**src/rtcsw_pkg.sv**
```systemverilog
// Package with register map, field layout, reset values and timing counts of the RTC support block.
package rtcsw_pkg;

  // Register indices; the byte address is four times the index.
  localparam logic [7:0] IDX_WATCHDOG = 8'h09;
  localparam logic [7:0] IDX_ALARM1MO = 8'h0A;
  localparam logic [7:0] IDX_FLAGS    = 8'h0F;
  localparam logic [7:0] IDX_WAVERATE = 8'h13;
  localparam logic [7:0] IDX_CONTROL  = 8'h1C;
  localparam logic [7:0] IDX_STATUS   = 8'h1D;

  // Field positions.
  localparam int OSC_FAIL_IRQ_ENABLE_BIT   = 7;
  localparam int WAVE_OUTPUT_ENABLE_BIT   = 6;
  localparam int ABE_BIT    = 5;
  localparam int BLF_BIT    = 4;
  localparam int OFF_BIT    = 2;
  localparam int RATE_LSB   = 4;
  localparam int HALT_BIT   = 0;
  localparam int CENT_LSB   = 0;
  localparam int LEAP_BIT   = 2;
  localparam int SUPPLY_BIT = 3;
  localparam int BCBUSY_BIT = 4;

  // Reset values.
  localparam logic [3:0] RATE_RESET = 4'h0;
  localparam logic       OFF_RESET  = 1'b1;

  // AXI responses.
  localparam logic [1:0] RESP_OKAY   = 2'h0;
  localparam logic [1:0] RESP_SLVERR = 2'h2;

  // Timing: battery load settle time before the midnight comparison.
  localparam int CLK_PERIOD_NS   = 25;
  localparam int LOAD_SETTLE_NS  = 10000;
  localparam int LOAD_SETTLE_CYC = (LOAD_SETTLE_NS + CLK_PERIOD_NS - 1) / CLK_PERIOD_NS;
  localparam int DIV_WIDTH       = 16;

  typedef enum logic [1:0] {
    BC_IDLE   = 2'b00,
    BC_LOAD   = 2'b01,
    BC_SAMPLE = 2'b10
  } rtcsw_bc_e;

  // Software control bits that steer the block.
  typedef struct packed {
    logic       oscFailIrqEnable;
    logic       backupIrqEnable;
    logic       waveOutputEnable;
    logic       oscillatorHaltBit;
    logic [3:0] waveRateSelect;
  } rtcsw_ctrl_s;

endpackage : rtcsw_pkg

```
**src/rtcsw_core.sv**
```systemverilog
// RTC support logic: square wave, battery check, century bits, oscillator fail and AXI4-Lite registers.
// Overview of operation
// Four-bit rate code selects square wave: 0 off, 1 32.768 kHz, halving to 1 Hz.
// Square-wave enable bit turns the pin on or off independently of rate.
// Square wave is forced off whenever main supply is below switchover.
// Battery check runs at every main-supply power-up and every midnight rollover.
// Each check sets battery-low flag if battery below threshold, else clears it.
// Battery-low flag holds its value between checks.
// Midnight check applies load, compares, updates flag, then removes load.
// Power-up check compares battery without applying any load.
// Battery checks happen only on main supply, never in backup mode.
// Host may force a check by setting time to 23:59:59 and waiting.
// Two-bit century value increments in binary at each century turn.
// Leap year when divisible by four; century year only when century value zero.
// Oscillator-fail flag sets whenever the oscillator stops.
// Flag also sets at first power, low supply, halt bit set, or interference; the code sets it only at reset, from the halt bit and from oscStopped.
// Host restarts oscillator by writing halt bit to one then back to zero.
// Oscillator-fail flag clears only by software writing zero; reads leave it.
// Host waits four seconds of oscillation before clearing the oscillator-fail flag.
// Oscillator-fail detection stays active in backup mode.
// With interrupt enable set, shared interrupt asserts while oscillator-fail flag is one.
// Clearing enable deasserts without clearing flag; re-enabling reasserts at once.
// With backup interrupt enable also set, the interrupt works in backup mode.
// Oscillator-fail interrupt enable lives in bit 7 of register 09h.
// Backup interrupt enable lives in bit 5 of register 0Ah.
// All wave rates come from binary division of the oscillator clock.
// Battery comparator result is one digital input sampled once per check.
module rtcsw_core
  import rtcsw_pkg::*;
#(
  parameter int LOAD_CYCLES = LOAD_SETTLE_CYC
) (
  input  wire logic        ref_clk,
  input  wire logic        srst,
  input  wire logic [31:0] s_axi_awaddr,
  input  wire logic        s_axi_awvalid,
  output logic             s_axi_awready,
  input  wire logic [31:0] s_axi_wdata,
  input  wire logic [3:0]  s_axi_wstrb,
  input  wire logic        s_axi_wvalid,
  output logic             s_axi_wready,
  output logic [1:0]       s_axi_bresp,
  output logic             s_axi_bvalid,
  input  wire logic        s_axi_bready,
  input  wire logic [31:0] s_axi_araddr,
  input  wire logic        s_axi_arvalid,
  output logic             s_axi_arready,
  output logic [31:0]      s_axi_rdata,
  output logic [1:0]       s_axi_rresp,
  output logic             s_axi_rvalid,
  input  wire logic        s_axi_rready,
  input  wire logic        oscEdgeTick,
  input  wire logic        oscStopped,
  input  wire logic        mainSupplyOk,
  input  wire logic        midnightTick,
  input  wire logic        battBelowThreshold,
  input  wire logic        centuryTurn,
  input  wire logic        yearDivByFour,
  input  wire logic        yearIsCentury,
  output logic             squareWavePin,
  output logic             batteryLoad,
  output logic             leapYear,
  output logic             sharedIrqPinOut,
  output logic             sharedIrqPinOeN
);

  localparam logic [8:0] LOAD_CNT = 9'(LOAD_CYCLES - 1);

  rtcsw_ctrl_s          ctrl_reg;
  rtcsw_bc_e            bcState_reg;
  logic [8:0]           loadCnt_reg;
  logic                 battLow_reg;
  logic                 supplyPrev_reg;
  logic [1:0]           century_reg;
  logic                 oscFail_reg;
  logic [DIV_WIDTH-1:0] divCnt_reg;
  logic                 awHeld_reg;
  logic                 wHeld_reg;
  logic [7:0]           awIdx_reg;
  logic [7:0]           wByte_reg;
  logic                 wLane_reg;
  logic                 wrDo;
  logic                 ofClearWr;
  logic                 ofSet;
  logic                 powerUpEdge;
  logic                 irqActive;
  logic                 waveBit;
  logic [7:0]           arIdx;
  logic                 arHit;
  logic [31:0]          rdMux;

  // Write channels are taken independently; the response is held until both are in.
  assign s_axi_awready = !awHeld_reg && !s_axi_bvalid;
  assign s_axi_wready  = !wHeld_reg && !s_axi_bvalid;
  assign wrDo          = awHeld_reg && wHeld_reg && !s_axi_bvalid;

  always_ff @(posedge ref_clk) begin
    if (srst) begin
      awHeld_reg <= 1'b0;
      awIdx_reg  <= 8'h00;
    end else if (s_axi_awvalid && s_axi_awready) begin
      awHeld_reg <= 1'b1;
      awIdx_reg  <= s_axi_awaddr[9:2];
    end else if (wrDo) begin
      awHeld_reg <= 1'b0;
    end
  end

  always_ff @(posedge ref_clk) begin
    if (srst) begin
      wHeld_reg <= 1'b0;
      wByte_reg <= 8'h00;
      wLane_reg <= 1'b0;
    end else if (s_axi_wvalid && s_axi_wready) begin
      wHeld_reg <= 1'b1;
      wByte_reg <= s_axi_wdata[7:0];
      wLane_reg <= s_axi_wstrb[0];
    end else if (wrDo) begin
      wHeld_reg <= 1'b0;
    end
  end

  // Write response; an address outside the map answers SLVERR and changes nothing.
  always_ff @(posedge ref_clk) begin
    if (srst) begin
      s_axi_bvalid <= 1'b0;
      s_axi_bresp  <= RESP_OKAY;
    end else if (wrDo) begin
      s_axi_bvalid <= 1'b1;
      case (awIdx_reg)
        IDX_WATCHDOG, IDX_ALARM1MO, IDX_FLAGS,
        IDX_WAVERATE, IDX_CONTROL, IDX_STATUS: s_axi_bresp <= RESP_OKAY;
        default:                               s_axi_bresp <= RESP_SLVERR;
      endcase
    end else if (s_axi_bready) begin
      s_axi_bvalid <= 1'b0;
    end
  end

  // Control fields; only byte lane 0 carries bits, so other lanes are ignored.
  always_ff @(posedge ref_clk) begin
    if (srst) begin
      ctrl_reg <= '{1'b0, 1'b0, 1'b0, 1'b0, RATE_RESET};
    end else if (wrDo && wLane_reg) begin
      case (awIdx_reg)
        IDX_WATCHDOG: ctrl_reg.oscFailIrqEnable <= wByte_reg[OSC_FAIL_IRQ_ENABLE_BIT];
        IDX_ALARM1MO: begin
          ctrl_reg.backupIrqEnable  <= wByte_reg[ABE_BIT];
          ctrl_reg.waveOutputEnable <= wByte_reg[WAVE_OUTPUT_ENABLE_BIT];
        end
        IDX_WAVERATE: ctrl_reg.waveRateSelect <= wByte_reg[RATE_LSB+:4];
        IDX_CONTROL:  ctrl_reg.oscillatorHaltBit <= wByte_reg[HALT_BIT];
        default:      ctrl_reg <= ctrl_reg;
      endcase
    end
  end

  // Read path; reads have no side effect on any flag.
  assign arIdx = s_axi_araddr[9:2];
  assign s_axi_arready = !s_axi_rvalid;

  always_comb begin
    rdMux = 32'h0000_0000;
    arHit = 1'b1;
    case (arIdx)
      IDX_WATCHDOG: rdMux[OSC_FAIL_IRQ_ENABLE_BIT] = ctrl_reg.oscFailIrqEnable;
      IDX_ALARM1MO: begin
        rdMux[ABE_BIT]  = ctrl_reg.backupIrqEnable;
        rdMux[WAVE_OUTPUT_ENABLE_BIT] = ctrl_reg.waveOutputEnable;
      end
      IDX_FLAGS: begin
        rdMux[BLF_BIT] = battLow_reg;
        rdMux[OFF_BIT] = oscFail_reg;
      end
      IDX_WAVERATE: rdMux[RATE_LSB+:4] = ctrl_reg.waveRateSelect;
      IDX_CONTROL:  rdMux[HALT_BIT]    = ctrl_reg.oscillatorHaltBit;
      IDX_STATUS: begin
        rdMux[CENT_LSB+:2] = century_reg;
        rdMux[LEAP_BIT]    = leapYear;
        rdMux[SUPPLY_BIT]  = mainSupplyOk;
        rdMux[BCBUSY_BIT]  = (bcState_reg != BC_IDLE);
      end
      default: arHit = 1'b0;
    endcase
  end

  always_ff @(posedge ref_clk) begin
    if (srst) begin
      s_axi_rvalid <= 1'b0;
      s_axi_rdata  <= 32'h0000_0000;
      s_axi_rresp  <= RESP_OKAY;
    end else if (s_axi_arvalid && s_axi_arready) begin
      s_axi_rvalid <= 1'b1;
      s_axi_rdata  <= rdMux;
      s_axi_rresp  <= arHit ? RESP_OKAY : RESP_SLVERR;
    end else if (s_axi_rready) begin
      s_axi_rvalid <= 1'b0;
    end
  end

  // Binary divider on oscillator edges; bit k toggles at 32.768 kHz over 2^k.
  always_ff @(posedge ref_clk) begin
    if (srst) begin
      divCnt_reg <= '0;
    end else if (oscEdgeTick) begin
      divCnt_reg <= divCnt_reg + 1'b1;
    end
  end

  // Code 1 is the oscillator itself; codes 2 to 15 pick divider bit n.
  always_comb begin
    case (ctrl_reg.waveRateSelect)
      4'h0:    waveBit = 1'b0;
      4'h1:    waveBit = divCnt_reg[0];
      default: waveBit = divCnt_reg[ctrl_reg.waveRateSelect];
    endcase
  end

  // The pin is gated by enable and by supply, so it never runs from the backup cell.
  always_ff @(posedge ref_clk) begin
    if (srst) begin
      squareWavePin <= 1'b0;
    end else begin
      squareWavePin <= waveBit
                       && ctrl_reg.waveOutputEnable
                       && mainSupplyOk;
    end
  end

  // Power-up seen as a rising supply; the reset value makes the first supplied cycle count.
  assign powerUpEdge = mainSupplyOk && !supplyPrev_reg;

  always_ff @(posedge ref_clk) begin
    if (srst) begin
      supplyPrev_reg <= 1'b0;
    end else begin
      supplyPrev_reg <= mainSupplyOk;
    end
  end

  // Battery check sequence; a supply loss aborts it and removes the load at once.
  always_ff @(posedge ref_clk) begin
    if (srst) begin
      bcState_reg <= BC_IDLE;
      loadCnt_reg <= 9'h000;
      batteryLoad <= 1'b0;
    end else if (!mainSupplyOk) begin
      bcState_reg <= BC_IDLE;
      batteryLoad <= 1'b0;
    end else begin
      case (bcState_reg)
        BC_IDLE: begin
          if (powerUpEdge) begin
            bcState_reg <= BC_SAMPLE;
          end else if (midnightTick) begin
            bcState_reg <= BC_LOAD;
            batteryLoad <= 1'b1;
            loadCnt_reg <= LOAD_CNT;
          end
        end
        BC_LOAD: begin
          if (loadCnt_reg == 9'h000) begin
            bcState_reg <= BC_SAMPLE;
          end else begin
            loadCnt_reg <= loadCnt_reg - 1'b1;
          end
        end
        BC_SAMPLE: begin
          bcState_reg <= BC_IDLE;
          batteryLoad <= 1'b0;
        end
        default: begin
          bcState_reg <= BC_IDLE;
          batteryLoad <= 1'b0;
        end
      endcase
    end
  end

  // The flag moves only in the sample state, so a new cell shows at the next check.
  always_ff @(posedge ref_clk) begin
    if (srst) begin
      battLow_reg <= 1'b0;
    end else if (bcState_reg == BC_SAMPLE && mainSupplyOk) begin
      battLow_reg <= battBelowThreshold;
    end
  end

  // Century count wraps from 3 to 0 as a plain binary counter.
  always_ff @(posedge ref_clk) begin
    if (srst) begin
      century_reg <= 2'h0;
    end else if (centuryTurn) begin
      century_reg <= century_reg + 1'b1;
    end
  end

  // Only the century value 0 makes a century year leap, the 400-year case.
  always_ff @(posedge ref_clk) begin
    if (srst) begin
      leapYear <= 1'b0;
    end else begin
      leapYear <= yearDivByFour && (!yearIsCentury || century_reg == 2'h0);
    end
  end

  // Oscillator fail: detector works in backup too; a set beats a clear in the same cycle.
  assign ofSet     = oscStopped || ctrl_reg.oscillatorHaltBit;
  assign ofClearWr = wrDo && wLane_reg && awIdx_reg == IDX_FLAGS && !wByte_reg[OFF_BIT];

  always_ff @(posedge ref_clk) begin
    if (srst) begin
      oscFail_reg <= OFF_RESET;
    end else if (ofSet) begin
      oscFail_reg <= 1'b1;
    end else if (ofClearWr) begin
      oscFail_reg <= 1'b0;
    end
  end

  // Open-drain interrupt: the pin is pulled low while the enable gates a set flag, on main supply or with the backup enable set.
  assign irqActive = ctrl_reg.oscFailIrqEnable && oscFail_reg
                     && (mainSupplyOk || ctrl_reg.backupIrqEnable);

  always_ff @(posedge ref_clk) begin
    if (srst) begin
      sharedIrqPinOut <= 1'b0;
      sharedIrqPinOeN <= 1'b1;
    end else begin
      sharedIrqPinOut <= 1'b0;
      sharedIrqPinOeN <= !irqActive;
    end
  end
endmodule : rtcsw_core

```
**config.mk**
```make
export PLATFORM = sky130hd
export DESIGN_NAME = rtcsw_core
export DESIGN_NICKNAME = d
export VERILOG_FILES = /design/src/rtcsw_pkg.sv /design/src/rtcsw_core.sv
export SDC_FILE = /design/constraint.sdc
export NUM_CORES = 1
export LEC_CHECK = 0
export BUFFER_PORTS_ARGS = -buffer_cell sky130_fd_sc_hd__buf_4
export CORE_MARGIN = 5
export CORE_UTILIZATION = 45
export CTS_CLUSTER_DIAMETER = 150
export CTS_CLUSTER_SIZE = 25
export DETAILED_ROUTE_END_ITERATION = 12
export PLACE_DENSITY = 0.77
export SYNTH_ARGS = -nofsm -noshare
export SYNTH_HDL_FRONTEND = slang
export SYNTH_SLANG_ARGS = --single-unit
export TNS_END_PERCENT = 1
```
**constraint.sdc**
```tcl
create_clock -name ref_clk -period 2.63 [get_ports ref_clk]
set_input_delay 0.1315 -clock ref_clk [delete_from_list [all_inputs] [get_ports ref_clk]]
set_output_delay 0.1315 -clock ref_clk [all_outputs]
set_load 0.02 [all_outputs]
```
==> results of run 1 <==
## worst paths after layout
check / from / endpoint / slack (ps) / cells past startpoint
setup / recovery: loadCnt_reg[0]$_SDFFE_PP0P_ / loadCnt_reg[6]$_SDFFE_PP0P_ / 570 / 6
hold / removal: s_axi_wdata[4] / wByte_reg[4]$_SDFFE_PP0P_ / 20 / 3
setup reg to reg: loadCnt_reg[0]$_SDFFE_PP0P_ / loadCnt_reg[6]$_SDFFE_PP0P_ / 570 / 6
hold reg to reg: oscFail_reg$_SDFFE_PP1P_ / sharedIrqPinOeN$_SDFF_PP1_ / 440 / 1
## where the power goes
part / switching, W / internal [W] / total [W]
logic: 0.000203 / 0.000143 / 0.000346
clock network: 0.000395 / 0.000582 / 0.000977
registers: 0.0000445 / 0.00115 / 0.00120
total: 0.000642 / 0.00188 / 0.00252
## cells by family (layout without fill, tap and decap cells)
kind of cell | Yosys count | after routing | share of synthesized area (%)
xor+xnor | 13 | 13 | 3.19
flops | 73 | 73 | 40.9
simple gates | 163 | 163 | 25.0
compound gates | 69 | 69 | 12.3
other cells | 1 | 27 | 0.105
fa+ha+maj | 3 | 3 | 1.05
mux | 26 | 26 | 8.40
buf+inv | 59 | 91 | 9.07
## final cells by class
cell class	count	share of cell area [%]
sequential	73	34.6
tap	102	3.02
inverter	14	1.24
clock buffer	11	3.59
clock inverter	5	1.84
multi-input combinational	301	44.7
timing repair buffer	61	11.0
## layout by cell type, fill, tap and decap left out, types with 5 or more instances in the layout
cell,Yosys,routed
a31oi_1,5,5
a21oi_1,29,29
a211oi_1,5,5
nor3_1,6,6
nor2_1,44,44
nand2_1,31,31
and3_1,5,5
clkbuf_8,0,11
nor2b_1,6,6
nand4_1,12,12
o31ai_1,6,6
mux2i_1,21,21
xor2_1,7,7
or4_1,9,9
or3_1,5,5
conb_1,1,27
buf_4,27,58
inv_1,14,14
xnor2_1,6,6
nand2b_1,7,7
dfxtp_1,73,73
nand3_1,11,11
o21ai_0,9,9
## per-stage QoR
| stage | cell area (sq um) | setup slack, ps | total power (W) | util, % |
|---|---|---|---|---|
| 5_1_grt | 4220 | 431 | 0.00265 | 54.6 |
| 2_1_floorplan | 3670 | 678 | 0.00147 | - |
| 6_report | 4220 | 565 | 0.00252 | 54.6 |
| 4_1_cts | 4220 | 572 | 0.00255 | 54.6 |
| 3_3_place_gp | 3960 | 622 | 0.00155 | 51.3 |
| 3_5_place_dp | 3960 | 587 | 0.00156 | 51.3 |
## metal layers
| metal | up-vias | part of all wire (%) | global-route usage (%) |
|---|---|---|---|
| li1 | 1510 | - | - |
| met1 | 1406 | 43 | 19.9 |
| met2 | 87 | 50 | 28.0 |
| met3 | 6 | 6.9 | 5.47 |
| met4 | 0 | 0.70 | 3.99 |
| met5 | - | 0 | 0 |
## worst min-delay path: cells and delay by family
family | cells | cell delay, ps
buf+inv | 1 | 80
mux | 1 | 50
simple gates | 1 | 70
## repair_timing
action,CTS,global route
endpoints found under the setup margin,0,0
gates resized for setup,0,0
endpoints found under the hold margin,3,0
setup buffers,0,0
hold buffers,3,0
==> reports/qor.txt, run 1 <==
Final Hold Viols: 0
H-tree levels: 3
Max VDD drop: 0.338 mV
CTS buffer count: 9
Tightest Pin Transition: 673 ps
Largest cells by area after synthesis: dfxtp_1, mux2i_1, buf_4, nor2_1, a21oi_1
Layout cells sized above 1: 18.3%
ANT cells: 0
Max Transition Viols Final: 0
CP Data Arrival Time: 2340 ps
Setup TNS: 0 ps
Root buf cell: clkbuf_8
P_leak: 1.74 nW
Req. time, crit path: 2900 ps
Syn Area/Cell: 8.78 sq um
Per-cell routed wire length: 13.8 microns
Slowest stage delay, CP: 470 ps
Port Buffers: 56
Synth area leader: dfxtp_1
Placed insts: 548
Residual DRC: 0
DPL Wire Length: 5810 microns
# IOs: 161
Vias in the first global route: 2914
CTS sink cnt: 73
Setup crit end kind: register
Final setup viols: 0
Type of the most critical hold path: primary input to register
Crit path max-delay cell type: or3b_1
Crit path kind: register to register
Worst setup SP type: register
DR iter-0 viols: 139
Crit path max fanout: 8
Post-Syn Instances: 407
Post-synth EDFFs: 0
First-pass GRT wire length: 13400 microns
Clock Skew: 5.84 ps
CP bufs+invs: 1
Predominant post-synthesis flop cell: dfxtp_1
Final Cycle Share: 78.5%
CP top delay family: simple AND/OR/NAND/NOR gates
Clk pin slew, worst setup/hold paths: 70 ps
FF+latch area: 1460 sq um
Max Cap Violations: 0
DR vias/cell: 5.31
GRT Util Overall: 16.4%
Clock latency on the worst-skew pair: 340 ps
Count of non-filler cells in the finished layout: 567
Die height: 99.1 microns
Netlist cell types: 57
Drt pass-1 iters: 4
Sequential share of the synthesized area: 40.9%
Fmax: 484 MHz
Max_slew headroom: 54.7%
Crit path cell chain: inv_1 -> ha_1 -> or3b_1 -> or3_1 -> or4_1 -> a21oi_1
PwrDens: 597 nW/um^2
Post-synth top cells: dfxtp_1, nor2_1, nand2_1
Area of the multi-input gates: 1890 sq um
Synth warn: 0
RD Place Congestion: 0.818
Most frequent cell after synthesis: dfxtp_1
Width of the die: 99.1 microns
CTS tree: built
Die area: 9830 sq um
Largest net degree at the start of global routing: 50
Final ANT Viol Nets: 0
Run status: completed
Routed vias: 3009
Initial core utilization: 46.3%
Site Rows: 32
RSZ-0062 raised after global routing: no
# fillers: 699
Flop and latch count out of synthesis: 73
Synth-to-layout area growth: 18.1%
Hold slack: 23.3 ps
Antenna violations before repair: 0
Core area: 7730 sq um
NumNets Final: 578
GRT overflow: 0
Max FFs per register: 16
Max Buffers Root-to-Sink: 2
Routed wire length: 7800 microns
Final min period: 2060 ps
Cell Area, Synth: 3570 sq um
Asr flop ratio synth: 0%
Synth top area share: 40.9%
No activity file was read; power rests on OpenSTA's default activity.
==> run 2, diff against run 1 <==
--- a/config.mk
+++ b/config.mk
@@ -7,7 +7,7 @@
 export LEC_CHECK = 0
 export BUFFER_PORTS_ARGS = -buffer_cell sky130_fd_sc_hd__buf_4
 export CORE_MARGIN = 5
-export CORE_UTILIZATION = 45
+export CORE_UTILIZATION = 43
 export CTS_CLUSTER_DIAMETER = 150
 export CTS_CLUSTER_SIZE = 25
 export DETAILED_ROUTE_END_ITERATION = 12
==> constraint.sdc (replaced) <==
create_clock -name ref_clk -period 1.8 [get_ports ref_clk]
set_input_delay 0.09 -clock ref_clk [delete_from_list [all_inputs] [get_ports ref_clk]]
set_output_delay 0.09 -clock ref_clk [all_outputs]
set_load 0.02 [all_outputs]
==> run 2 against run 1 <==
The flow now finishes with violations (setup timing); via count is 7.4% higher; sequential share of layout area is 2.6 points lower; clock-buffer cell count is 1 lower; clock skew is 3.4 ps higher; utilization is 1.3 points higher; fmax is 8.6% higher; total power is 61% higher; cell area is 8.3% higher; wire length is 11% higher; critical endpoint unchanged.
==> reports/qor.txt, run 2 (synthesis results as in run 1) <==
First-pass GRT wire length: 14500 microns
Fmax: 526 MHz
Root buf cell: clkbuf_8
Worst setup margin: -101 ps
Worst setup SP type: register
GRT overflow: 0
Die height: 101 microns
Layout cells sized above 1: 21.9%
Max VDD drop: 0.463 mV
Largest net degree at the start of global routing: 35
Synth-to-layout area growth: 28.0%
Routed wire length: 8690 microns
RD Place Congestion: 0.855
Crit path kind: register to register
Failing checks: setup timing
# IOs: 161
DR vias/cell: 5.37
Reg2Reg Setup Slack: -100 ps
Max Buffers Root-to-Sink: 2
Origin of the worst setup path: loadCnt_reg[1]$_SDFFE_PP0P_
Drt pass-1 iters: 5
Clock Skew: 9.22 ps
Critical R2R Launch: loadCnt_reg[1]$_SDFFE_PP0P_
Core area: 8180 sq um
GRT Util Overall: 17.6%
Setup crit end kind: register
Type of the most critical hold path: primary input to register
Commonest non-fill, non-tap cell in the layout: buf_4
Initial core utilization: 43.7%
Req. time, crit path: 2080 ps
CTS buffer count: 9
CP Data Arrival Time: 2180 ps
Hold slack: 12.4 ps
Max Cap Violations: 0
Clock latency on the worst-skew pair: 350 ps
Vias in the first global route: 3110
Residual DRC: 0
DR iter-0 viols: 217
Crit path max fanout: 3
Port Buffers: 56
Post-CTS Setup Inserts: 0
Max FFs per register: 16
Area of the multi-input gates: 1910 sq um
Per-cell routed wire length: 14.4 microns
Final min period: 1900 ps
Clk pin slew, worst setup/hold paths: 70 ps
NumNets Final: 611
Most frequent cells in the layout: buf_4, dfxtp_1, nor2_1, nand2_1, a21oi_1
Run status: finished with violations
Final Cell Area: 4570 sq um
Routed vias: 3231
Final Hold Viols: 0
PwrDens: 885 nW/um^2
Die area: 10200 sq um
P_leak: 1.91 nW
Power Total: 0.00405 W
Max Transition Viols Final: 0
Final ANT Viol Nets: 0
Site Rows: 33
CTS sink cnt: 73
ANT cells: 0
RSZ-0062 raised after global routing: yes
Width of the die: 101 microns
FF+latch area: 1460 sq um
DPL Wire Length: 6010 microns
Hold path startpoint: s_axi_bready
Antenna violations before repair: 0
CTS tree: built
Placed cell areas: 4100 sq um
H-tree levels: 3
Final setup viols: 6
# fillers: 735
Final Cycle Share: 106%
[run 2: final timing paths]
path                            endpoint  cells past startpoint
max          loadCnt_reg[6]$_SDFFE_PP0P_                      6
min reg2reg   sharedIrqPinOeN$_SDFF_PP1_                      1
min            s_axi_bvalid$_SDFFE_PP0P_                      3
max reg2reg  loadCnt_reg[6]$_SDFFE_PP0P_                      6
[run 2: repair_timing]
action	4_1_cts	5_1_grt
hold buffers	18	0
setup endpoints to repair	8	9
endpoints found under the hold margin	18	0
gates resized for setup	4	3
pin swaps	3	2
[run 2: power breakdown]
part | switching (W) | internal, W
clock network | 0.000601 | 0.00109
registers | 0.0000616 | 0.00168
logic | 0.000324 | 0.000287
[run 2: critical path, cell delays in order (launching register included)]
cell and delay, ps:
dfxtp_1 310, inv_1 50, ha_1 160, or3b_4 390
or3_4 330, or4_1 460, a21oi_1 130
[run 2: area by class of cell]
cell class              instances  share of cell area (%)
inverters                      14                    1.15
repair buffers                 94                    16.4
clock buffers                  10                    3.01
well taps                     105                    2.87
flip-flops and latches         73                    32.0
multi-input cells             301                    41.8
clock inverters                 5                    2.79
[run 2: layer usage]
metal	global-route usage (%)	routed length (microns)
met4	6.24	169
met1	21.4	3580
met5	0	0
met2	30.3	4370
met3	4.34	567
[run 2: per-stage QoR]
stage	setup TNS [ps]	setup WS, ps	cells	utilization [%]
finish	-171	-101	602	56.0
floorplan	-144	-140	433	-
global placement	-81.1	-50.8	569	50.2
global route	-840	-167	602	56.0
detailed placement	-309	-107	569	50.2
CTS	-190	-107	602	55.8
